$ cat src/design/dvp_pkg.sv
// constants, register map and state type for the dv transmit pacer
// assumes a 50 MHz system clock and a 9-bit configuration address
package dvp_pkg;
	// ----------------------------------------
	// timing
	// ----------------------------------------
	localparam int CLK_NS = 20;
	localparam int CYCLE_US = 125;
	localparam int CYCLE_CLKS = CYCLE_US * 1000 / CLK_NS;
	localparam int NTSC_GAP = 3280;
	localparam int NTSC_LAST_GAP = 3300;
	localparam int NTSC_EVENTS = 250;
	localparam int PAL_GAP = 3277;
	localparam int PAL_LAST_GAP = 3217;
	localparam int PAL_EVENTS = 300;
	// ----------------------------------------
	// packet shape
	// ----------------------------------------
	localparam int WORD_W = 32;
	localparam int FIFO_DEPTH = 8;
	localparam int SRC_QUADS = 120;
	localparam int HDIF_PERIOD = 25;
	localparam int HDIF_QUADS = 20;
	localparam logic [15:0] SRC_LEN = 16'h01e8;
	localparam logic [15:0] NIL_LEN = 16'h0008;
	localparam logic [7:0] DBLK_PER_SRC = 8'h01;
	localparam logic [15:0] SYT_NONE = 16'hffff;
	localparam logic [31:0] HDIF_FILL = 32'hffffffff;
	// ----------------------------------------
	// register map
	// ----------------------------------------
	localparam logic [8:0] OFF_TS_CTRL = 9'h0f0;
	localparam logic [8:0] OFF_HDIF0 = 9'h1a4;
	localparam logic [8:0] OFF_HDIF1 = 9'h1a8;
	localparam logic [8:0] OFF_CIP0 = 9'h1cc;
	localparam logic [8:0] OFF_CIP1 = 9'h1d0;
	localparam logic [8:0] OFF_MODE = 9'h1e0;
	localparam logic [8:0] OFF_STATUS = 9'h1e4;
	localparam logic [8:0] OFF_ISOHDR = 9'h1e8;
	localparam logic [8:0] OFF_BULK_PART = 9'h1ec;
	localparam logic [8:0] OFF_CTRL_PART = 9'h1f0;
	localparam logic [31:0] MODE_RESET = 32'h00000001;
	localparam logic [31:0] ZERO_RESET = 32'h00000000;
	localparam int MB_EMPTY_INS = 0;
	localparam int MB_TX_EN = 1;
	localparam int MB_HDIF_INS = 2;
	localparam int MB_HDIF_APP = 3;
	localparam int MB_CIP_INS = 4;
	localparam int TS_EN_BIT = 0;
	localparam int TS_FRAME_BIT = 11;
	localparam int FLAG5060_BIT = 23;
	localparam int SIGTYPE_LSB = 18;
	localparam logic [4:0] SIGTYPE_SD = 5'h00;
	localparam logic [4:0] SIGTYPE_HD = 5'h02;
	typedef enum {DVP_IDLE, DVP_ISO, DVP_CIP0, DVP_CIP1, DVP_DATA} dvp_state_t;
endpackage

$ cat src/design/dvp_stream_if.sv
// valid/ready word stream between the pacer and its fifo
// assumes both ends share one clock
`timescale 1ns/1ps
interface dvp_stream_if #(parameter int W = 32);
	logic valid;
	logic ready;
	logic [W-1:0] data;
	modport src (output valid, output data, input ready);
	modport snk (input valid, input data, output ready);
endinterface

$ cat src/design/dvp_fifo.sv
// small synchronous fifo, width and depth as parameters
// assumes depth is a power of two
`timescale 1ns/1ps
module dvp_fifo #(
	parameter int W = 32,
	parameter int D = 8
) (
	input wire logic clk_in,
	input wire logic reset_in,
	dvp_stream_if.snk push,
	dvp_stream_if.src pop
);
	localparam int AW = $clog2(D);
	localparam logic [AW:0] FULL = (AW+1)'(D);
	logic [W-1:0] mem [D];
	logic [AW-1:0] wptr;
	logic [AW-1:0] rptr;
	logic [AW:0] count;
	wire do_push = push.valid && push.ready;
	wire do_pop = pop.valid && pop.ready;

	// honest full and empty from the fill count
	assign push.ready = (count != FULL);
	assign pop.valid = (count != '0);
	assign pop.data = mem[rptr];

	// storage has no reset, only the pointers and count do
	always_ff @(posedge clk_in)
	begin
		if (do_push)
			mem[wptr] <= push.data;
	end

	// pointers wrap naturally at the power-of-two depth
	always_ff @(posedge clk_in)
	begin
		if (reset_in)
		begin
			wptr <= '0;
			rptr <= '0;
			count <= '0;
		end
		else
		begin
			if (do_push)
				wptr <= wptr + 1'b1;
			if (do_pop)
				rptr <= rptr + 1'b1;
			if (do_push && !do_pop)
				count <= count + 1'b1;
			else if (do_pop && !do_push)
				count <= count - 1'b1;
		end
	end
endmodule

$ cat src/design/dvp_pacer.sv
// dv transmit pacer: paces source packets, builds iso/cip headers, inserts dif block
// assumes synchronous inputs, 50 MHz clock, link sink honouring valid/ready
`timescale 1ns/1ps
// How it works
// - 250 source-packet events per NTSC frame, 300 per PAL frame.
// - pacing counter advances on a half-rate enable of the system clock.
// - first application frame pulse starts the source-packet counter.
// - empty-packet insertion on after reset; mode bit clear turns it off.
// - NTSC: 249 gaps of 3280 pacing clocks, then one of 3300.
// - PAL: 299 gaps of 3277 pacing clocks, then one of 3217.
// - cycle-sync event every 125 microseconds.
// - one packet per iso cycle, source or empty.
// - no source event since last cycle sync gives an empty packet.
// - source event but no complete packet buffered gives an empty packet.
// - header dif block fills first 80 bytes of every 25th source packet.
// - dif block words 0-1 come from two programmable words, the rest is all-ones fill.
// - dif bytes 0-7 inserted here or passed from the application.
// - cip quadlets built from two programmable words.
// - timestamp goes in next cycle's first packet, or next frame's first.
// - iso length 488 for source packet, 8 for empty packet.
// - only length, syt and dbc are computed; rest from configuration.
// - signal type plus 50/60 flag picks system; other codes reserved.
// - bulky fifo partition sizes held in steps of four quadlets.
// - control fifo partition sizes held in quadlet steps.
module dvp_pacer #(
	parameter int CYCLE_CLKS = dvp_pkg::CYCLE_CLKS
) (
	input wire logic ref_clk_in,
	input wire logic reset_in,
	input wire logic [8:0] cfg_addr_in,
	input wire logic cfg_wr_in,
	input wire logic cfg_rd_in,
	input wire logic [dvp_pkg::WORD_W-1:0] cfg_wdata_in,
	output logic [dvp_pkg::WORD_W-1:0] cfg_rdata_out,
	input wire logic frame_sync_pulse_in,
	input wire logic src_packet_ready_in,
	input wire logic bdp_valid_in,
	input wire logic [dvp_pkg::WORD_W-1:0] bdp_data_in,
	output logic bdp_ready_out,
	output logic tx_valid_out,
	output logic [dvp_pkg::WORD_W-1:0] tx_data_out,
	output logic tx_last_out,
	input wire logic tx_ready_in,
	output logic cycle_sync_out,
	output logic src_event_out
);
	import dvp_pkg::*;

	// ----------------------------------------
	// helpers
	// ----------------------------------------
	// gap length in pacing clocks for the coming event
	function automatic logic [11:0] gap_len(input logic pal, input logic last);
		if (pal)
			gap_len = last ? 12'(PAL_LAST_GAP) : 12'(PAL_GAP);
		else
			gap_len = last ? 12'(NTSC_LAST_GAP) : 12'(NTSC_GAP);
	endfunction

	function automatic logic [8:0] last_event(input logic pal);
		last_event = pal ? 9'(PAL_EVENTS - 1) : 9'(NTSC_EVENTS - 1);
	endfunction

	// ----------------------------------------
	// configuration registers
	// ----------------------------------------
	logic [31:0] ts_ctrl;
	logic [31:0] hdif0;
	logic [31:0] hdif1;
	logic [31:0] cip0;
	logic [31:0] cip1;
	logic [31:0] mode;
	logic [31:0] iso_fields;
	logic [31:0] bulk_part;
	logic [31:0] ctrl_part;
	logic [31:0] status;
	logic [31:0] next_rdata;

	wire wr_ts = cfg_wr_in && cfg_addr_in == OFF_TS_CTRL;
	wire wr_h0 = cfg_wr_in && cfg_addr_in == OFF_HDIF0;
	wire wr_h1 = cfg_wr_in && cfg_addr_in == OFF_HDIF1;
	wire wr_c0 = cfg_wr_in && cfg_addr_in == OFF_CIP0;
	wire wr_c1 = cfg_wr_in && cfg_addr_in == OFF_CIP1;
	wire wr_md = cfg_wr_in && cfg_addr_in == OFF_MODE;
	wire wr_ih = cfg_wr_in && cfg_addr_in == OFF_ISOHDR;
	wire wr_bp = cfg_wr_in && cfg_addr_in == OFF_BULK_PART;
	wire wr_cp = cfg_wr_in && cfg_addr_in == OFF_CTRL_PART;

	// partition sizes: bulky sizes in hexlets, low two quadlet bits forced zero
	wire [31:0] bulk_wdata = {cfg_wdata_in[31:2], 2'b00};
	wire [31:0] ctrl_wdata = {8'h00, cfg_wdata_in[23:0]};

	// mode decode
	wire empty_ins = mode[MB_EMPTY_INS];
	wire tx_en = mode[MB_TX_EN];
	wire hdif_ins = mode[MB_HDIF_INS];
	wire hdif_app = mode[MB_HDIF_APP];
	wire cip_ins = mode[MB_CIP_INS];
	wire ts_en = ts_ctrl[TS_EN_BIT];
	wire ts_frame = ts_ctrl[TS_FRAME_BIT];

	// system decode from the signal type code and 50/60 flag
	wire [4:0] signal_type_code = cip1[SIGTYPE_LSB +: 5];
	wire pal = cip1[FLAG5060_BIT];
	wire sigtype_ok = signal_type_code == SIGTYPE_SD || signal_type_code == SIGTYPE_HD;
	wire sigtype_hd = signal_type_code == SIGTYPE_HD;

	// register writes; mode resets with empty insertion on
	always_ff @(posedge ref_clk_in)
	begin
		if (reset_in)
		begin
			ts_ctrl <= ZERO_RESET;
			hdif0 <= ZERO_RESET;
			hdif1 <= ZERO_RESET;
			cip0 <= ZERO_RESET;
			cip1 <= ZERO_RESET;
			mode <= MODE_RESET;
			iso_fields <= ZERO_RESET;
			bulk_part <= ZERO_RESET;
			ctrl_part <= ZERO_RESET;
		end
		else
		begin
			if (wr_ts)
				ts_ctrl <= cfg_wdata_in;
			if (wr_h0)
				hdif0 <= cfg_wdata_in;
			if (wr_h1)
				hdif1 <= cfg_wdata_in;
			if (wr_c0)
				cip0 <= cfg_wdata_in;
			if (wr_c1)
				cip1 <= cfg_wdata_in;
			if (wr_md)
				mode <= cfg_wdata_in;
			if (wr_ih)
				iso_fields <= cfg_wdata_in;
			if (wr_bp)
				bulk_part <= bulk_wdata;
			if (wr_cp)
				ctrl_part <= ctrl_wdata;
		end
	end

	// read mux; unmapped offsets read zero
	always_comb
	begin
		case (cfg_addr_in)
			OFF_TS_CTRL: next_rdata = ts_ctrl;
			OFF_HDIF0: next_rdata = hdif0;
			OFF_HDIF1: next_rdata = hdif1;
			OFF_CIP0: next_rdata = cip0;
			OFF_CIP1: next_rdata = cip1;
			OFF_MODE: next_rdata = mode;
			OFF_STATUS: next_rdata = status;
			OFF_ISOHDR: next_rdata = iso_fields;
			OFF_BULK_PART: next_rdata = bulk_part;
			OFF_CTRL_PART: next_rdata = ctrl_part;
			default: next_rdata = ZERO_RESET;
		endcase
	end

	// read data is registered, valid the cycle after the read strobe
	always_ff @(posedge ref_clk_in)
	begin
		if (reset_in)
			cfg_rdata_out <= ZERO_RESET;
		else if (cfg_rd_in)
			cfg_rdata_out <= next_rdata;
	end

	// ----------------------------------------
	// pacing
	// ----------------------------------------
	logic pace_en;
	logic frame_hold;
	logic started;
	logic [11:0] pace_cnt;
	logic [8:0] ev_idx;
	logic [15:0] pace_free;

	wire ev_last = ev_idx == last_event(pal);
	wire [11:0] gap_now = gap_len(pal, ev_last);
	wire gap_done = pace_cnt == gap_now - 12'd1;
	wire src_event = started && pace_en && gap_done;
	wire frame_edge = src_event && ev_last;

	// half-rate enable stands in for the divided pacing clock
	always_ff @(posedge ref_clk_in)
	begin
		if (reset_in)
			pace_en <= 1'b0;
		else
			pace_en <= ~pace_en;
	end

	// frame pulse held until the pacing edge, then starts counting once
	always_ff @(posedge ref_clk_in)
	begin
		if (reset_in)
			frame_hold <= 1'b0;
		else if (frame_sync_pulse_in && !started)
			frame_hold <= 1'b1;
		else if (pace_en)
			frame_hold <= 1'b0;
	end

	// event counter wraps after the last gap so each frame has a fixed count
	always_ff @(posedge ref_clk_in)
	begin
		if (reset_in)
		begin
			started <= 1'b0;
			pace_cnt <= '0;
			ev_idx <= '0;
			pace_free <= '0;
		end
		else if (pace_en)
		begin
			pace_free <= pace_free + 16'd1;
			if (!started && frame_hold)
			begin
				started <= 1'b1;
				pace_cnt <= '0;
				ev_idx <= '0;
			end
			else if (started)
			begin
				if (gap_done)
				begin
					pace_cnt <= '0;
					ev_idx <= ev_last ? 9'd0 : ev_idx + 9'd1;
				end
				else
					pace_cnt <= pace_cnt + 12'd1;
			end
		end
	end

	// ----------------------------------------
	// cycle sync and packet decision
	// ----------------------------------------
	logic [12:0] cyc_cnt;
	logic src_seen;
	wire cs_event = cyc_cnt == 13'(CYCLE_CLKS - 1);

	// 125 us cycle timer from the system clock
	always_ff @(posedge ref_clk_in)
	begin
		if (reset_in)
			cyc_cnt <= '0;
		else if (cs_event)
			cyc_cnt <= '0;
		else
			cyc_cnt <= cyc_cnt + 13'd1;
	end

	// an event coinciding with cycle sync counts for the next cycle
	always_ff @(posedge ref_clk_in)
	begin
		if (reset_in)
			src_seen <= 1'b0;
		else
			src_seen <= src_event || (src_seen && !cs_event);
	end

	// without insertion a buffered packet goes whenever it is ready
	wire send_src = empty_ins ? (src_seen && src_packet_ready_in) : src_packet_ready_in;

	// ----------------------------------------
	// packet builder
	// ----------------------------------------
	dvp_state_t state;
	dvp_state_t next_state;
	logic is_src;
	logic [6:0] q_idx;
	logic [4:0] hdif_cnt;
	logic [7:0] dbc;
	logic [15:0] syt;
	logic ts_pending;
	logic ts_armed;

	dvp_stream_if #(.W(WORD_W)) in_s ();
	dvp_stream_if #(.W(WORD_W)) out_s ();

	// back-pressure of the link reaches the application through the fifo
	dvp_fifo #(.W(WORD_W), .D(FIFO_DEPTH)) dvp_fifo_inst (
		.clk_in(ref_clk_in),
		.reset_in(reset_in),
		.push(in_s.snk),
		.pop(out_s.src)
	);
	assign in_s.valid = bdp_valid_in;
	assign in_s.data = bdp_data_in;
	assign bdp_ready_out = in_s.ready;

	wire adv = !tx_valid_out || tx_ready_in;
	wire start_pkt = state == DVP_IDLE && cs_event && tx_en;
	wire pop_now = state == DVP_DATA && adv && out_s.valid;
	assign out_s.ready = pop_now;
	wire emit = adv && (state == DVP_ISO || state == DVP_CIP0 || state == DVP_CIP1 || pop_now);
	wire q_last = q_idx == 7'(SRC_QUADS - 1);

	// dif replacement: words 0-1 from registers unless the app supplies them
	wire hdif_pkt = hdif_ins && hdif_cnt == 5'd0;
	wire in_hdif = hdif_pkt && q_idx < 7'(HDIF_QUADS);
	wire use_app = !in_hdif || (hdif_app && q_idx < 7'd2);
	wire [31:0] hdif_word = q_idx == 7'd0 ? hdif0 : q_idx == 7'd1 ? hdif1 : HDIF_FILL;
	wire [31:0] data_word = use_app ? out_s.data : hdif_word;

	// header words: only length, dbc and syt are computed
	wire [15:0] len = is_src ? SRC_LEN : NIL_LEN;
	wire [31:0] iso_word = {len, iso_fields[15:0]};
	wire [31:0] cip0_word = cip_ins ? {cip0[31:8], dbc} : cip0;
	wire ts_use = ts_pending && (!ts_frame || is_src);
	wire [15:0] syt_now = ts_use ? syt : SYT_NONE;
	wire [31:0] cip1_word = cip_ins ? {cip1[31:16], syt_now} : cip1;

	// next state of the builder
	always_comb
	begin
		next_state = state;
		case (state)
			DVP_IDLE: if (start_pkt) next_state = DVP_ISO;
			DVP_ISO: if (adv) next_state = DVP_CIP0;
			DVP_CIP0: if (adv) next_state = DVP_CIP1;
			DVP_CIP1: if (adv) next_state = is_src ? DVP_DATA : DVP_IDLE;
			DVP_DATA: if (pop_now && q_last) next_state = DVP_IDLE;
			default: next_state = DVP_IDLE;
		endcase
	end

	// state, packet kind, word index and dif period counter
	always_ff @(posedge ref_clk_in)
	begin
		if (reset_in)
		begin
			state <= DVP_IDLE;
			is_src <= 1'b0;
			q_idx <= '0;
			hdif_cnt <= '0;
		end
		else
		begin
			state <= next_state;
			if (start_pkt)
			begin
				is_src <= send_src;
				q_idx <= '0;
			end
			else if (pop_now)
				q_idx <= q_idx + 7'd1;
			if (pop_now && q_last)
				hdif_cnt <= hdif_cnt == 5'(HDIF_PERIOD - 1) ? 5'd0 : hdif_cnt + 5'd1;
		end
	end

	// dbc moves only when a source packet's first cip word leaves
	always_ff @(posedge ref_clk_in)
	begin
		if (reset_in)
			dbc <= '0;
		else if (state == DVP_CIP0 && adv && is_src)
			dbc <= dbc + DBLK_PER_SRC;
	end

	// timestamp armed per cycle or per frame; a new arm beats consumption
	always_ff @(posedge ref_clk_in)
	begin
		if (reset_in)
		begin
			ts_pending <= 1'b0;
			ts_armed <= 1'b0;
			syt <= SYT_NONE;
		end
		else
		begin
			ts_armed <= ts_en && (ts_frame ? frame_edge : cs_event);
			if (ts_armed)
			begin
				ts_pending <= 1'b1;
				syt <= pace_free;
			end
			else if (state == DVP_CIP1 && adv && ts_use)
				ts_pending <= 1'b0;
		end
	end

	// output stage holds each word until the link takes it
	always_ff @(posedge ref_clk_in)
	begin
		if (reset_in)
		begin
			tx_valid_out <= 1'b0;
			tx_data_out <= '0;
			tx_last_out <= 1'b0;
		end
		else if (adv)
		begin
			tx_valid_out <= emit;
			tx_last_out <= (state == DVP_CIP1 && !is_src) || (pop_now && q_last);
			case (state)
				DVP_ISO: tx_data_out <= iso_word;
				DVP_CIP0: tx_data_out <= cip0_word;
				DVP_CIP1: tx_data_out <= cip1_word;
				DVP_DATA: tx_data_out <= data_word;
				default: tx_data_out <= tx_data_out;
			endcase
		end
	end

	// ----------------------------------------
	// status and event outputs
	// ----------------------------------------
	assign status = {7'h00, ev_idx, dbc, 4'h0, sigtype_hd, state != DVP_IDLE, !sigtype_ok, started};

	// one-cycle pulses, registered
	always_ff @(posedge ref_clk_in)
	begin
		if (reset_in)
		begin
			cycle_sync_out <= 1'b0;
			src_event_out <= 1'b0;
		end
		else
		begin
			cycle_sync_out <= cs_event;
			src_event_out <= src_event;
		end
	end
endmodule

$ cat config.mk
export PLATFORM = sky130hd
export DESIGN_NAME = dvp_pacer
export DESIGN_NICKNAME = d
export VERILOG_FILES = /design/src/design/dvp_pkg.sv /design/src/design/dvp_stream_if.sv /design/src/design/dvp_fifo.sv /design/src/design/dvp_pacer.sv
export SDC_FILE = /design/constraint.sdc
export NUM_CORES = 1
export LEC_CHECK = 0
export ABC_AREA = 1
export BUFFER_PORTS_ARGS = -buffer_cell sky130_fd_sc_hd__buf_2
export CORE_ASPECT_RATIO = 1.75
export CORE_MARGIN = 5
export CORE_UTILIZATION = 46
export DETAILED_ROUTE_END_ITERATION = 6
export PLACE_DENSITY = 0.75
export SYNTH_ARGS = -nofsm -noshare
export SYNTH_HDL_FRONTEND = slang
export SYNTH_SLANG_ARGS = --single-unit
$ cat constraint.sdc
create_clock -name ref_clk_in -period 3.6 [get_ports ref_clk_in]
set_input_delay 0.36 -clock ref_clk_in [delete_from_list [all_inputs] [get_ports ref_clk_in]]
set_output_delay 0.36 -clock ref_clk_in [all_outputs]
set_load 0.02 [all_outputs]
; ---- Yosys cells after proc, flatten, opt, wreduce, memory -nomap -nowiden
; Memory sizes are Yosys's and may differ from the RTL's. A register that Yosys moved wholly into a read port is not among the register bits.
; Index checks and enable logic that the tools add are counted.
[totals]
reg_bits = 481
ram_bits = 256
out_inout_bits = 69
word_cells = 195
mem_count = 1
[memory_table]
columns = name, depth, width, rd, rd_ports_with_merged_regs, wr, line
row1 = dvp_fifo_inst.mem, 8, 32, 1, 1, 1, dvp_fifo.sv:15  ; logic [W-1:0] mem [D];
[op_classes]
n_addsub = 12
n_lt_le_gt_ge = 2
n_eq_ne = 31
n_mux = 40
n_bitwise = 1
n_reduce_logical = 74
[ops]
columns = operator, n
row1 = 32-bit case mux with 10 select lines, 1
row2 = 32-bit two-way mux, 8
row3 = 32-bit case mux with 5 select lines, 1
row4 = 32-bit case mux with 4 select lines, 1
row5 = "32-bit by 2-bit == test with 1-bit output, second input constant", 3
row6 = "32-bit by 3-bit == test with 1-bit output, second input constant", 3
row7 = "9-bit == test, second input constant", 9
row8 = 32-bit zero test, 2
row9 = 9-bit two-way mux, 6
row10 = 1-bit logical AND, 36
row11 = 12-bit two-way mux, 3
row12 = "32-bit by 1-bit == test with 1-bit output, second input constant", 1
row13 = "32-bit by 4-bit == test with 1-bit output, second input constant", 1
row14 = 16-bit two-way mux, 2
row15 = 32-bit nonzero test, 1
row16 = "16-bit by 1-bit adder with 16-bit output, second input constant", 1
row17 = 7-bit two-way mux, 2
row18 = "13-bit by 1-bit adder with 13-bit output, second input constant", 1
row19 = "13-bit == test, second input constant", 1
row20 = "12-bit by 1-bit adder with 12-bit output, second input constant", 1
row21 = 12-bit == test, 1
row22 = "12-bit by 1-bit subtractor with 12-bit output, second input constant", 1
row23 = 5-bit zero test, 2
row24 = "2-bit != test, second input constant", 5
row25 = 32 further kinds, 67

; ---- Depth between registers and ports, before layout
[logic_depth]
depth_word = 10
mapped_depth = 17

; ---- Modules after synthesis
; Synthesis repeated with hierarchy kept, for this count alone.
[unflattened]
cells_unflattened = 3810
hier_area_um2 = 31202.4
[by_module_without_submodules]
columns = mod, n_inst, cells_each, area_per_inst_um2, seq_area_each_um2
row1 = dvp_pacer, 1, 2932, 20514.7, 8848.5
row2 = dvp_fifo, 1, 878, 10687.8, 7947.6

; ---- Least setup slack after synthesis
; OpenSTA, ideal clock, no wires.
[synth_path]
path_kind = flip-flop to flip-flop
from = register dvp_fifo_inst.count[0]
to = memory dvp_fifo_inst.mem[0][0] (enable)
setup_time_ps = 421
arrival_time_ps = 2405
t_required_ps = 3179
setup_slack_ps = 774
path_stages_with_launch = 7
n_path_buf = 0
synth_period_minus_slack_ps = 2826
path_cell_list = dfxtp_1 -> nor2_1 -> nand3_1 -> nand2_1 -> inv_1 -> nand2_1 -> nor2_1
[synth_via]
elab_chain_len = 4
[synth_lines]
columns = item, line
row1 = start: declaration, dvp_fifo.sv:18  ; logic [AW:0] count;
row2 = start signal: assignment, dvp_fifo.sv:50  ; count <= count + 1'b1;
row3 = start signal: assignment, dvp_fifo.sv:52  ; count <= count - 1'b1;
row4 = 4-bit != test, dvp_fifo.sv:23  ; assign push.ready = (count != FULL);
row5 = named net bdp_ready_out, dvp_pacer.sv:39  ; output logic bdp_ready_out,
row6 = 1-bit logical AND, dvp_fifo.sv:19  ; wire do_push = push.valid && push.ready;
row7 = named net dvp_fifo_inst.do_push, dvp_fifo.sv:19
row8 = 1-bit two-way mux, dvp_fifo.sv:30  ; if (do_push)
row9 = 1-bit two-way mux (implied by the code), dvp_fifo.sv:31  ; mem[wptr] <= push.data;
row10 = end: declaration, dvp_fifo.sv:15
; The timed path passes the listed nets, and every way through them passes these cells.

; ---- Worst setup path after layout
[layout_path]
from = register state[2]
to = register dvp_fifo_inst.count[3]
[layout_via]
elab_chain_len = 7
[layout_lines]
columns = item, line
row1 = start: declaration, dvp_pacer.sv:274  ; dvp_state_t state;
row2 = start signal: assignment, dvp_pacer.sv:346  ; state <= next_state;
row3 = 32-bit by 4-bit == test with 1-bit output (*), dvp_pacer.sv:300  ; wire pop_now = state == DVP_DATA && adv && out_s.valid;
row4 = 1-bit logical AND (*) (2 in series), dvp_pacer.sv:300
row5 = 1-bit logical AND (*), dvp_fifo.sv:20  ; wire do_pop = pop.valid && pop.ready;
row6 = 1-bit zero test, dvp_fifo.sv:49  ; if (do_push && !do_pop)
row7 = 1-bit logical AND, dvp_fifo.sv:49
row8 = 4-bit two-way mux / 2-bit nonzero test (equally long branches), n/a
; Every way passes the cells marked *; elsewhere a longest branch is shown, timed or not.
; A chain may end at the register's enable or synchronous reset.

==> impl_results.rst <==
.. list-table::
   :header-rows: 1

   * - Metric
     - Value
   * - Combined global-route utilization of all metal layers
     - around a quarter
   * - Startpoint of the worst setup timing path
     - state[2]$_SDFFE_PP0P_
   * - Die footprint
     - 72,000 sq um
   * - Worst path arrival time
     - 3.11 ns
   * - Number of antenna violations at the first check in global routing
     - 10
   * - Setup TNS after final layout
     - 0 ns
   * - CP Max Fanout
     - 11
   * - Reg2Reg Launch Point
     - state[2]$_SDFFE_PP0P_
   * - Worst vdd rail ir drop
     - approximately 0.32 mV
   * - Max-cap check violation count
     - 0
   * - Fraction of registers with async set or reset after synthesis
     - 0%
   * - Boundary pin count
     - 150
   * - Total of flip-flops plus latches after synthesis
     - 711
   * - Synthesized area
     - slightly above 30,000 sq um
   * - Net switching component of the power
     - 4.70 mW
   * - Hold Crit Class
     - in -> reg
   * - Global-route wire length before repair
     - around 140,000 um
   * - EDFF count, synth
     - between 200 and 300
   * - Fraction of layout instances using a drive strength above 1
     - 8.94%
   * - CTS tree
     - yes
   * - Max Freq
     - 384 MHz
   * - Slew at the pin closest to its max-slew limit
     - 1.20 ns
   * - Weighted congestion reported at the end of routability-driven placement
     - 0.913
   * - Resized cells post-CTS
     - 0
   * - Drt pass-1 iters
     - 6
   * - Average wire per standard cell
     - between 15 and 20 um
   * - Required @ worst endpoint
     - between 4 and 5 ns
   * - Power share of the clock group
     - 38.1%
   * - Worst-path clk slew
     - 0.07 ns
   * - Kind of critical path
     - reg -> reg
   * - Final-report max-slew violation count
     - 0
   * - Normalized max-slew margin
     - 20.0%
   * - Part of the power in registers
     - 49.8%
   * - Post-layout instance area
     - ~34,000 sq um
   * - Commonest non-fill, non-tap cell in the layout
     - sky130_fd_sc_hd__nand2_1
   * - CTS sink count
     - 711
   * - Proportion of synthesized chip area in sequential cells
     - a little over half
   * - Antenna viol nets, final
     - 0
   * - Skew-Pair Late Insertion Delay
     - roughly 0.62 ns
   * - Area Growth Syn to Fin
     - 12.6%
   * - Power per cell area
     - a little over 500 nW/um^2
   * - Via count of the first global-routing pass
     - around 25,000
   * - Worst setup slack after placement
     - 1.03 ns
   * - Clock root cell
     - sky130_fd_sc_hd__clkbuf_16
   * - Mapped Nets
     - 3,823
   * - Starting density of the core
     - between 40 and 50%
   * - Die Y-Extent
     - 351 um
   * - Area after detailed placement
     - between 30,000 and 40,000 sq um
   * - Final setup violating endpoints
     - 0
   * - Vias per cell
     - between 5 and 6
   * - Setup WS post-layout
     - roughly 0.99 ns
   * - Part of the power in combinational logic
     - 12.1%
   * - Warnings, synthesis
     - 0
   * - Pin count of the biggest net entering global routing
     - 129
   * - NumNets Final
     - 3,886
   * - Outcome
     - finished, final reports clean
   * - Congestion Overflow GR
     - 0
   * - Die span in x
     - about 210 um
   * - HPWL reported at the end of detailed placement
     - 61,900 um
   * - Total leakage power
     - 12.4 nW
   * - Most frequent cells in the layout
     - sky130_fd_sc_hd__nand2_1 (685), sky130_fd_sc_hd__dfxtp_1 (453), sky130_fd_sc_hd__a21oi_1 (427), sky130_fd_sc_hd__inv_1 (369), sky130_fd_sc_hd__o21ai_0 (337)
   * - Count of final hold-check violations
     - 0
   * - Setup repair after global routing missed its margin
     - no
   * - Standard-cell row count
     - 125
   * - Worst Hold Launch
     - bdp_data_in[12]
   * - Clock buffers created by TritonCTS
     - 59
   * - CTS H-tree depth
     - 2
   * - Post CTS Setup Buffer Count
     - 0
   * - Core area
     - between 60,000 and 70,000 sq um
   * - Prevailing post-synth register cell
     - sky130_fd_sc_hd__dfxtp_1
   * - Filler-free cell count of the finished design
     - 4,729
   * - Buffers from clock root to sink, at most
     - 3
   * - Total DRC errors in the routed layout
     - 0
   * - CP endpoint kind
     - flip-flop
   * - Post-synthesis cell count
     - 3,725
   * - Overall via count from detail_route
     - between 20,000 and 30,000
   * - Post-detailed-routing wire length
     - between 90,000 and 100,000 um
   * - Number of DRC violations after detailed-routing iteration 0
     - 2,534
   * - Post-Route Skew
     - 0.0147 ns
   * - Type of origin of the critical path
     - flip-flop
   * - Synthesized area divided by synthesized cell count
     - 8.22 sq um
   * - Count of input and output buffers
     - roughly 150
   * - Total power of the final layout
     - about 18 mW
   * - Minimum clock period
     - 2.61 ns
   * - Crit share post-route
     - 72.4%
   * - Internal
     - 13.1 mW
   * - Placed cells
     - 4,590
   * - Switching power as a share of total power
     - between 20% and 30%
   * - Cell variety after synth
     - 45
[registers in the layout, indices dropped and copies added, names as in the netlist, 12 cells and up, named ones only]
signal,cells
dvp_fifo_inst.mem,256
cfg_rdata_out,32
cip0,32
cip1,32
hdif0,32
hdif1,32
iso_fields,32
mode,32
ts_ctrl,32
tx_data_out,32
bulk_part,30
ctrl_part,24
pace_free,16
syt,16
cyc_cnt,13
pace_cnt,12
[critical path, cell delays in order, from the launching register on]
cell and delay, ns:
sky130_fd_sc_hd__dfxtp_1 0.37, sky130_fd_sc_hd__inv_1 0.10, sky130_fd_sc_hd__nor3_4 0.15, sky130_fd_sc_hd__nand2_2 0.08, sky130_fd_sc_hd__nor2_2 0.37, sky130_fd_sc_hd__inv_2 0.13, sky130_fd_sc_hd__ha_1 0.25, sky130_fd_sc_hd__inv_1 0.13
sky130_fd_sc_hd__ha_1 0.25, sky130_fd_sc_hd__nand2_1 0.07, sky130_fd_sc_hd__nand2_1 0.05, sky130_fd_sc_hd__a21oi_1 0.16, sky130_fd_sc_hd__nor2_1 0.06, sky130_fd_sc_hd__nor2_1 0.08, sky130_fd_sc_hd__nand2_1 0.07, sky130_fd_sc_hd__o21ai_0 0.14
sky130_fd_sc_hd__a21oi_1 0.05
[cell families after synthesis]
| logic type | share of synthesized area, % |
|---|---|
| AOI/OAI and AO/OA | 17.3 |
| xor gates and xnor gates | 0.400 |
| adders and majority gates | 0.719 |
| buffers and inverters | 7.75 |
| DFF | 54.9 |
| and+or+nand+nor | 19.0 |
[synthesized netlist by cell type (all sizes together), types with 10 or more instances]
library cell    n  area (sq um)
buf            51           241
edfxtp        256          7690
o221ai         10          87.6
a221oi         11          96.3
o211ai         28           210
nor3           36           206
ha             16           200
o22ai         104           651
a211oi         31           233
nand2         690          2590
inv           376          1410
nand4          14          93.8
nor2          336          1280
nand3b         14           105
xor2           13           114
o21ai         340          1700
nand3         295          1490
a21oi         427          2140
dfxtp         455          9110
clkbuf        187           702
[area by class of cell]
| type | instances | area, sq um |
|---|---|---|
| clock inverters | 30 | 409 |
| multi-input cells | 2395 | 11500 |
| fillers | 6075 | 31700 |
| flip-flops and latches | 711 | 16800 |
| inverters | 381 | 1440 |
| well taps | 889 | 1110 |
| diodes | 4 | 10.0 |
| clock buffers | 79 | 1620 |
| repair buffers | 240 | 1560 |
[metal layers]
layer	vias up	wire, um	GRT usage (%)	share of wire, %
li1	12700	-	-	-
met1	12200	34500	29.0	38
met2	1173	44400	42.7	49
met3	316	6730	3.97	7.4
met4	8	5570	13.6	6.1
met5	-	46	0	0.050
[path summary, 6_finish.rpt]
kind         cells past startpoint                                  end  slack [ns]
max reg2reg                     16  dvp_fifo_inst.count[3]$_SDFFE_PP0P_        0.99
min reg2reg                      1                  dbc[7]$_SDFFE_PP0P_        0.45
min                              1   dvp_fifo_inst.mem[0][12]$_DFFE_PP_        0.03
max                             16  dvp_fifo_inst.count[3]$_SDFFE_PP0P_        0.99
[power groups by stage]
stage | Clock (mW) | Sequential, mW | Combinational (mW)
finish | 6.78 | 8.86 | 2.15
CTS | 6.87 | 8.86 | 2.14
global route | 7.19 | 8.87 | 2.34
detailed placement | 0 | 9.03 | 2.10
global placement | 0 | 9.03 | 2.07
floorplan | 0 | 9.11 | 1.09
[what timing repair did]
action,in CTS,in global routing
hold buffers,26,0
hold endpoints to repair,195,0
setup endpoints to repair,0,0
[metrics by stage]
stage | hold WS [ns] | utilization (%)
floorplan | 0.422 | -
global placement | 0.433 | 48.7
detailed placement | 0.437 | 48.7
CTS | 0.00144 | 52.1
global route | 0.0214 | 52.1
finish | 0.0312 | 52.1
(Power assumes the default switching activity.)
